### src/gsrq_pkg.sv
/*
 * Constants, field positions and types for the status-reporting and
 * service-request block of a remote-control interface.
 * Assumes the command parser and analyzer sit on the same clock.
 */
// Overview of operation
// - Test summary set by any enabled test event
// - Message-available bit follows pending response output
// - Standard summary set by any enabled standard event
// - Master summary when an enabled summary bit set
// - Request enable holds status byte bits 3-5; bits 0-2, 6, 7 dead
// - Request enable cleared at power-up
// - Raise service request on new enabled condition
// - Drop request after serial poll or conditions gone
// - Operation complete set only by completion command
// - Query error from the three query faults
// - Device error on lost data or overflow
// - Execution error on bad parameter or state
// - Command error on unknown or invalid command
// - Power-on bit set at power-up; two bits unused
// - Standard summary follows flags and enables; enable cleared
// - Window-end event at each window close
// - Test-end event at each finished test
// - Threshold event only while test runs
// - Sync-loss event on pattern lock loss
// - Phase-error event on detected phase error
// - Auto-sync event on lock; bits 6, 7 unused
// - Test summary follows flags, enables; enable cleared

package gsrq_pkg;

    // Status byte positions
    localparam int STB_TEST_SUMMARY_BIT = 3;
    localparam int STB_MAV = 4;
    localparam int STB_ESB = 5;
    localparam int STB_MSS = 6;
    localparam logic [7:0] SRE_USED = 8'h38;

    // Standard event positions
    localparam int ESR_OPC = 0;
    localparam int ESR_QYE = 2;
    localparam int ESR_DDE = 3;
    localparam int ESR_EXE = 4;
    localparam int ESR_CME = 5;
    localparam int ESR_PON = 7;
    localparam logic [7:0] ESR_USED = 8'hbd;

    // Test event positions
    localparam int TSR_WIN = 0;
    localparam int TSR_END = 1;
    localparam int TSR_THR = 2;
    localparam int TSR_SYN = 3;
    localparam int TSR_PHE = 4;
    localparam int TSR_AUT = 5;
    localparam logic [7:0] TSR_USED = 8'h3f;

    // Values after reset
    localparam logic [7:0] REG_RST = 8'h00;
    localparam logic PON_PEND_RST = 1'b1;

    // Register selectors for the command port
    typedef enum logic [2:0] {
        GSRQ_SEL_STB = 3'h0,
        GSRQ_SEL_SRE = 3'h1,
        GSRQ_SEL_ESR = 3'h2,
        GSRQ_SEL_ESE = 3'h3,
        GSRQ_SEL_TSR = 3'h4,
        GSRQ_SEL_TSE = 3'h5
    } gsrq_sel_t;

endpackage : gsrq_pkg

### src/gsrq_evt_if.sv
/*
 * Carrier between the top and one event/enable register pair.
 * Assumes one clock domain.
 */
`timescale 1ns/10ps
`default_nettype none

interface gsrq_evt_if;
    logic [7:0] setEvt;
    logic clrFlags;
    logic enWr;
    logic [7:0] enData;
    logic [7:0] flags;
    logic [7:0] enable;
    logic summary;

    modport ctrl (
        output setEvt,
        output clrFlags,
        output enWr,
        output enData,
        input flags,
        input enable,
        input summary
    );
    modport evreg (
        input setEvt,
        input clrFlags,
        input enWr,
        input enData,
        output flags,
        output enable,
        output summary
    );
endinterface : gsrq_evt_if

`default_nettype wire

### src/gsrq_event_reg.sv
/*
 * Sticky event register with its enable register and summary bit.
 * Assumes set pulses and clear strobes come from logic on clk_sys.
 */
`timescale 1ns/10ps
`default_nettype none

module gsrq_event_reg
    import gsrq_pkg::*;
#(
    parameter logic [7:0] USED_MASK = 8'hff
) (
    input wire logic clk_sys,
    input wire logic rstn,
    gsrq_evt_if.evreg port
);

    logic [7:0] flags_r;
    logic [7:0] enable_r;
    logic [7:0] flags_nxt;

    ////////////////////////////////////////////////////////////////////////
    // Sticky flags, set beats clear
    always_comb begin
        flags_nxt = port.clrFlags ? REG_RST : flags_r;
        flags_nxt = flags_nxt | (port.setEvt & USED_MASK);
    end

    always_ff @(posedge clk_sys) begin
        if (!rstn) begin
            flags_r <= REG_RST;
        end else begin
            flags_r <= flags_nxt;
        end
    end

    // Enables, unused positions hold zero
    always_ff @(posedge clk_sys) begin
        if (!rstn) begin
            enable_r <= REG_RST;
        end else if (port.enWr) begin
            enable_r <= port.enData & USED_MASK;
        end
    end

    assign port.flags = flags_r;
    assign port.enable = enable_r;
    assign port.summary = |(flags_r & enable_r);
endmodule : gsrq_event_reg

`default_nettype wire

### src/gsrq_status_top.sv
/*
 * Status byte, request enable and service-request line, with the
 * standard and test event registers.
 * Assumes the parser, interface engine and analyzer drive one-cycle
 * pulses on clk_sys; srqOe drives an open-drain line low when high.
 */
`timescale 1ns/10ps
`default_nettype none

module gsrq_status_top
    import gsrq_pkg::*;
(
    input wire logic clk_sys,
    input wire logic rstn,
    // Parser and interface events
    input wire logic opcCmd,
    input wire logic queryNoOutput,
    input wire logic queryCmdWhilePending,
    input wire logic queryUnterminated,
    input wire logic inputDataLost,
    input wire logic inputOverflow,
    input wire logic paramRange,
    input wire logic paramCount,
    input wire logic stateBlocked,
    input wire logic cmdUnknown,
    input wire logic busCmdInvalid,
    input wire logic msgAvailable,
    input wire logic clsCmd,
    // Analyzer events
    input wire logic windowEnd,
    input wire logic testEnd,
    input wire logic testRunning,
    input wire logic erroredSecondHigh,
    input wire logic syncLoss,
    input wire logic phaseErr,
    input wire logic autoSyncLock,
    // Register command port
    input wire logic wrStrobe,
    input wire logic [2:0] wrSel,
    input wire logic [7:0] wrData,
    input wire logic rdStrobe,
    input wire logic [2:0] rdSel,
    output logic [7:0] rdData,
    output logic rdValid,
    // Serial poll and request line
    input wire logic serialPollDone,
    output logic [7:0] pollByte,
    output logic srqOut,
    output logic srqOe
);

    gsrq_evt_if stdIf ();
    gsrq_evt_if tstIf ();

    logic [7:0] sre_r;
    logic ponPend_r;
    logic srq_r;
    logic srq_nxt;
    logic mssPrev_r;
    logic [7:0] rdData_r;
    logic rdValid_r;
    logic [7:0] pollByte_r;
    logic [7:0] stb;
    logic mss;
    logic mssRise;

    function automatic logic selHit(
        input logic strobe,
        input logic [2:0] sel,
        input gsrq_sel_t which
    );
        selHit = strobe && (sel == which);
    endfunction : selHit

    ////////////////////////////////////////////////////////////////////////
    // Power-on event, caught one edge after reset release
    always_ff @(posedge clk_sys) begin
        if (!rstn) begin
            ponPend_r <= PON_PEND_RST;
        end else begin
            ponPend_r <= 1'b0;
        end
    end

    ////////////////////////////////////////////////////////////////////////
    // Standard event sources
    always_comb begin
        stdIf.setEvt = REG_RST;
        stdIf.setEvt[ESR_OPC] = opcCmd;
        stdIf.setEvt[ESR_QYE] = queryNoOutput || queryCmdWhilePending
            || queryUnterminated;
        stdIf.setEvt[ESR_DDE] = inputDataLost || inputOverflow;
        stdIf.setEvt[ESR_EXE] = paramRange || paramCount
            || stateBlocked;
        stdIf.setEvt[ESR_CME] = cmdUnknown || busCmdInvalid;
        stdIf.setEvt[ESR_PON] = ponPend_r;
    end

    // Clear on clear-status or on reading the register
    assign stdIf.clrFlags = clsCmd
        || selHit(rdStrobe, rdSel, GSRQ_SEL_ESR);
    assign stdIf.enWr = selHit(wrStrobe, wrSel, GSRQ_SEL_ESE);
    assign stdIf.enData = wrData;

    gsrq_event_reg #(
        .USED_MASK(ESR_USED)
    ) u_std (
        .clk_sys(clk_sys),
        .rstn(rstn),
        .port(stdIf)
    );

    ////////////////////////////////////////////////////////////////////////
    // Test event sources
    always_comb begin
        tstIf.setEvt = REG_RST;
        tstIf.setEvt[TSR_WIN] = windowEnd;
        tstIf.setEvt[TSR_END] = testEnd;
        tstIf.setEvt[TSR_THR] = testRunning && erroredSecondHigh;
        tstIf.setEvt[TSR_SYN] = syncLoss;
        tstIf.setEvt[TSR_PHE] = phaseErr;
        tstIf.setEvt[TSR_AUT] = autoSyncLock;
    end

    assign tstIf.clrFlags = clsCmd
        || selHit(rdStrobe, rdSel, GSRQ_SEL_TSR);
    assign tstIf.enWr = selHit(wrStrobe, wrSel, GSRQ_SEL_TSE);
    assign tstIf.enData = wrData;

    gsrq_event_reg #(
        .USED_MASK(TSR_USED)
    ) u_tst (
        .clk_sys(clk_sys),
        .rstn(rstn),
        .port(tstIf)
    );

    ////////////////////////////////////////////////////////////////////////
    // Request enable
    always_ff @(posedge clk_sys) begin
        if (!rstn) begin
            sre_r <= REG_RST;
        end else if (selHit(wrStrobe, wrSel, GSRQ_SEL_SRE)) begin
            sre_r <= wrData & SRE_USED;
        end
    end

    ////////////////////////////////////////////////////////////////////////
    // Status byte and master summary
    always_comb begin
        stb = REG_RST;
        stb[STB_TEST_SUMMARY_BIT] = tstIf.summary;
        stb[STB_MAV] = msgAvailable;
        stb[STB_ESB] = stdIf.summary;
        stb[STB_MSS] = mss;
    end

    // Taken from the summaries, not from stb, so no loop through bit 6
    assign mss = (tstIf.summary && sre_r[STB_TEST_SUMMARY_BIT])
        || (msgAvailable && sre_r[STB_MAV])
        || (stdIf.summary && sre_r[STB_ESB]);

    ////////////////////////////////////////////////////////////////////////
    // Service request line
    always_ff @(posedge clk_sys) begin
        if (!rstn) begin
            mssPrev_r <= 1'b0;
        end else begin
            mssPrev_r <= mss;
        end
    end

    assign mssRise = mss && !mssPrev_r;

    always_comb begin
        srq_nxt = srq_r;
        if (serialPollDone || !mss) begin
            srq_nxt = 1'b0;
        end
        if (mssRise) begin
            srq_nxt = 1'b1;
        end
    end

    always_ff @(posedge clk_sys) begin
        if (!rstn) begin
            srq_r <= 1'b0;
        end else begin
            srq_r <= srq_nxt;
        end
    end

    assign srqOut = 1'b0;
    assign srqOe = srq_r;

    // Byte returned in a serial poll
    always_ff @(posedge clk_sys) begin
        if (!rstn) begin
            pollByte_r <= REG_RST;
        end else begin
            pollByte_r <= stb;
        end
    end

    assign pollByte = pollByte_r;

    ////////////////////////////////////////////////////////////////////////
    // Register reads
    always_ff @(posedge clk_sys) begin
        if (!rstn) begin
            rdData_r <= REG_RST;
        end else if (rdStrobe) begin
            case (rdSel)
                GSRQ_SEL_STB: rdData_r <= stb;
                GSRQ_SEL_SRE: rdData_r <= sre_r;
                GSRQ_SEL_ESR: rdData_r <= stdIf.flags;
                GSRQ_SEL_ESE: rdData_r <= stdIf.enable;
                GSRQ_SEL_TSR: rdData_r <= tstIf.flags;
                GSRQ_SEL_TSE: rdData_r <= tstIf.enable;
                default: rdData_r <= REG_RST;
            endcase
        end
    end

    always_ff @(posedge clk_sys) begin
        if (!rstn) begin
            rdValid_r <= 1'b0;
        end else begin
            rdValid_r <= rdStrobe;
        end
    end

    assign rdData = rdData_r;
    assign rdValid = rdValid_r;
endmodule : gsrq_status_top

`default_nettype wire

### config.mk
export PLATFORM = sky130hd
export DESIGN_NAME = gsrq_status_top
export DESIGN_NICKNAME = d
export VERILOG_FILES = /design/src/gsrq_pkg.sv /design/src/gsrq_evt_if.sv /design/src/gsrq_event_reg.sv /design/src/gsrq_status_top.sv
export SDC_FILE = /design/constraint.sdc
export NUM_CORES = 1
export LEC_CHECK = 0
export ABC_AREA = 1
export BUFFER_PORTS_ARGS = -buffer_cell sky130_fd_sc_hd__buf_2
export CAP_MARGIN = 15
export CORE_ASPECT_RATIO = 0.75
export CORE_MARGIN = 2
export CORE_UTILIZATION = 45
export DETAILED_ROUTE_END_ITERATION = 8
export PLACE_DENSITY = 0.71
export RECOVER_POWER = 25
export SLEW_MARGIN = 30
export SYNTH_ARGS = -nofsm -noshare
export SYNTH_HDL_FRONTEND = slang
export SYNTH_SLANG_ARGS = --single-unit
### constraint.sdc
create_clock -name clk_sys -period 1.03 [get_ports clk_sys]
set_input_delay 0.206 -clock clk_sys [delete_from_list [all_inputs] [get_ports clk_sys]]
set_output_delay 0.206 -clock clk_sys [all_outputs]
set_load 0.01 [all_outputs]
==> impl_metrics.tcl <==
set metrics [dict create \
    rows 20 \
    cts_buffer_depth 2 \
    regArea_um2 852 \
    final_hold_viol_count 0 \
    cp_slowest_cell "dfxtp_2" \
    fin_crit_sh 0.980 \
    p_per_area_nw_per_um2 1280 \
    netlist_instances 270 \
    fillerInstances 394 \
    drc_errors 0 \
    antenna-diode-count 0 \
    clk_pin_slew_worst_paths_ns 0.07 \
    max_slew.worst_pin.slew_ns 0.595 \
    drt-initial-drc-count 143 \
    slowest_delay_ns 0.34 \
    cpLargestDelayFamily "simple AND/OR/NAND/NOR gates" \
    cp.depth 8 \
    grt_pass1_wl_mm 7.82 \
    via_per_inst 4.66 \
    utilization 0.632 \
    cts_tree "yes" \
    place_congestion 0.868 \
    r2r_start "u_tst.port.enable[1]" \
    finClkSkew_ns 0.00466 \
    r2r_cells 8 \
    fin_setup_tns_ns 0 \
    critPathCaptureType "flip-flop" \
    boundaryPins 58 \
    cts_root_buffer "clkbuf_8" \
    critical_path_class "flip-flop to flip-flop" \
    report.final.slew_viol_count 0 \
    cts.sinks 42 \
    yosys_warnings 0 \
    wl_mm 4.83 \
    die_h_um 59.8 \
    slew-limit-headroom 0.604 \
    status "finished, final reports clean" \
    syn_area_um2 1870 \
    die_x_um 78.4 \
    wire_per_inst_um 11.7 \
    dp_hpwl_mm 3.88 \
    cts_made_buffers 5 \
    path_buf_inv 0 \
    rsz0062_at_grt "true" \
    multi_input_comb_area_um2 898 \
    core-area_um2 4030 \
    critPathMaxFanout 2 \
    syn-mean-instance-area_um2 6.92 \
    p_leak_nw 1.33 \
    cts_max_level 2 \
    ir_drop_v 0.000769 \
    p_total_w 0.00326 \
    initial_utilization 0.464 \
    cp_common_cell "nand2_2" \
    overflow 0 \
    hp-class "input port to flip-flop" \
    drt-pass1-iter-count 4 \
    crit_path_end "srqOe" \
    track_usage 0.225 \
    ys_types 25 \
    cp.required_ns 1.22 \
    antenna_found_initial 0 \
    cap_violations 0 \
    grt_max_degree 15 \
    drive_gt1_frac 0.343 \
    worstPathCellList "nand2_1, nand2_1, nor2_2, nand2_2, nand2_2, nand3_2, nand2_2, nor2_1" \
    cp-startpoint "u_tst.port.enable[1]" \
    rrSetupSlack_ns 0.02 \
    start_kind "flip-flop" \
    grt_pass1_vias 1699 \
    layout.nets 397 \
    ys_ff_latch 42 \
    min_period_ns 1.01 \
    antenna_left 0 \
    setup_viol 0 \
    clock_latency_ns 0.30 \
    die-area_um2 4690 \
    seq_area_frac_synth 0.450 \
    clock.fmax_mhz 991 \
    r2r_end "srqOe" \
    portBuffers 51 \
    area_delta_synth_final_pct 36.3 \
    cp.arrival_ns 1.20 \
    vias 1928 \
]
## worst register-to-register path, stage by stage (launching register included)
cell,delay [ns]
dfxtp_2,0.34
nand2_1,0.05
nand2_1,0.06
nor2_2,0.13
nand2_2,0.07
nand2_2,0.07
nand3_2,0.07
nand2_2,0.07
nor2_1,0.04
## what timing repair did
item,4_1_cts,5_1_grt
endpoints found under the setup margin,4,5
gates cloned,0,0
setup buffers,0,1
hold buffers,0,0
gates resized for setup,4,17
pin swaps,6,16
## cell type report
class / count / area share
Clock buffer: 7 / 0.0339
Clock inverter: 1 / 0.00196
Inverter: 26 / 0.0383
Multi-Input combinational cell: 194 / 0.353
Sequential cell: 42 / 0.334
Tap cell: 55 / 0.0270
Timing Repair Buffer: 89 / 0.212
## worst min path at each step
stage          cells after the start  slack (ns)             endpoint         start
2_1_floorplan                      2        0.30          pollByte[4]  msgAvailable
3_3_place_gp                       2        0.42  u_std.port.flags[7]     ponPend_r
3_5_place_dp                       2        0.43  u_std.port.flags[7]     ponPend_r
4_1_cts                            2        0.11  u_tst.port.flags[4]      phaseErr
5_1_grt                            2        0.11  u_tst.port.flags[4]      phaseErr
6_report                           2        0.12  u_tst.port.flags[4]      phaseErr
## metal layers
metal / vias up / GRT usage / share of wire
met1: 828 / 0.320 / 0.49
met4: 0 / 0.0902 / 0.014
li1: 1021 / - / -
met3: 8 / 0.0529 / 0.089
met5: - / 0 / 0
met2: 71 / 0.334 / 0.41
## cell usage in the layout (no fill, tap or decap), drive strengths merged
cell	n
nor2	35
a21boi	1
nor3	3
a31oi	1
nand2	92
nand4	5
clkbuf	9
dfxtp	42
a22oi	1
inv	26
nand3	14
conb	5
o21ai	13
a21oi	23
o21a	1
clkinv	1
buf	87
## synth_stat cells
| cell | n | area (µm²) |
|---|---|---|
| buf_2 | 1 | 5.00 |
| nor2_1 | 32 | 120 |
| nor2_2 | 2 | 12.5 |
| o21ai_0 | 11 | 55.1 |
| conb_1 | 1 | 3.75 |
| o21a_1 | 1 | 7.51 |
| nand2_1 | 91 | 342 |
| nand4_1 | 5 | 31.3 |
| nor3_4 | 1 | 16.3 |
| buf_4 | 7 | 52.6 |
| nor3_1 | 2 | 10.0 |
| nand2_2 | 1 | 6.26 |
| inv_1 | 23 | 86.3 |
| inv_2 | 3 | 11.3 |
| buf_6 | 1 | 11.3 |
| nand3_1 | 14 | 70.1 |
| o21ai_2 | 2 | 17.5 |
| a21oi_1 | 22 | 110 |
| a21oi_4 | 1 | 16.3 |
| nor2_4 | 1 | 11.3 |
| a21boi_0 | 1 | 7.51 |
| a22oi_1 | 1 | 7.51 |
| a31oi_1 | 1 | 6.26 |
| clkbuf_1 | 3 | 11.3 |
| dfxtp_1 | 42 | 841 |
## kinds of logic after synthesis
logic type             synth area share
AOI/OAI and AO/OA                 0.122
buffers and inverters            0.0950
and+or+nand+nor                   0.331
DFF                               0.450
other                           0.00201
## report_power, final
group	total (W)	switching, W	internal [W]
clock	0.00108	0.000542	0.000540
sequential	0.00173	0.0000373	0.00169
combinational	0.000450	0.000243	0.000208
## per-stage QoR
stage | hold WS [ns] | instance area [µm²] | cells | worst slack [ns]
floorplan | 0.299 | 1880 | 274 | 0.0430
global placement | 0.417 | 2410 | 405 | -0.0881
detailed placement | 0.426 | 2410 | 405 | -0.118
CTS | 0.112 | 2510 | 413 | -0.0650
global route | 0.110 | 2550 | 414 | -0.0622
finish | 0.119 | 2550 | 414 | 0.0207
## state kept, by name (all words and copies together) (netlist names), 3 cells and up
| signal | flops |
|---|---|
| pollByte | 3 |
| rdData | 8 |
| sre_r | 3 |
| u_std.port.enable | 6 |
| u_std.port.flags | 6 |
| u_tst.port.enable | 6 |
| u_tst.port.flags | 6 |
No activity file was read; power rests on OpenSTA's default activity.
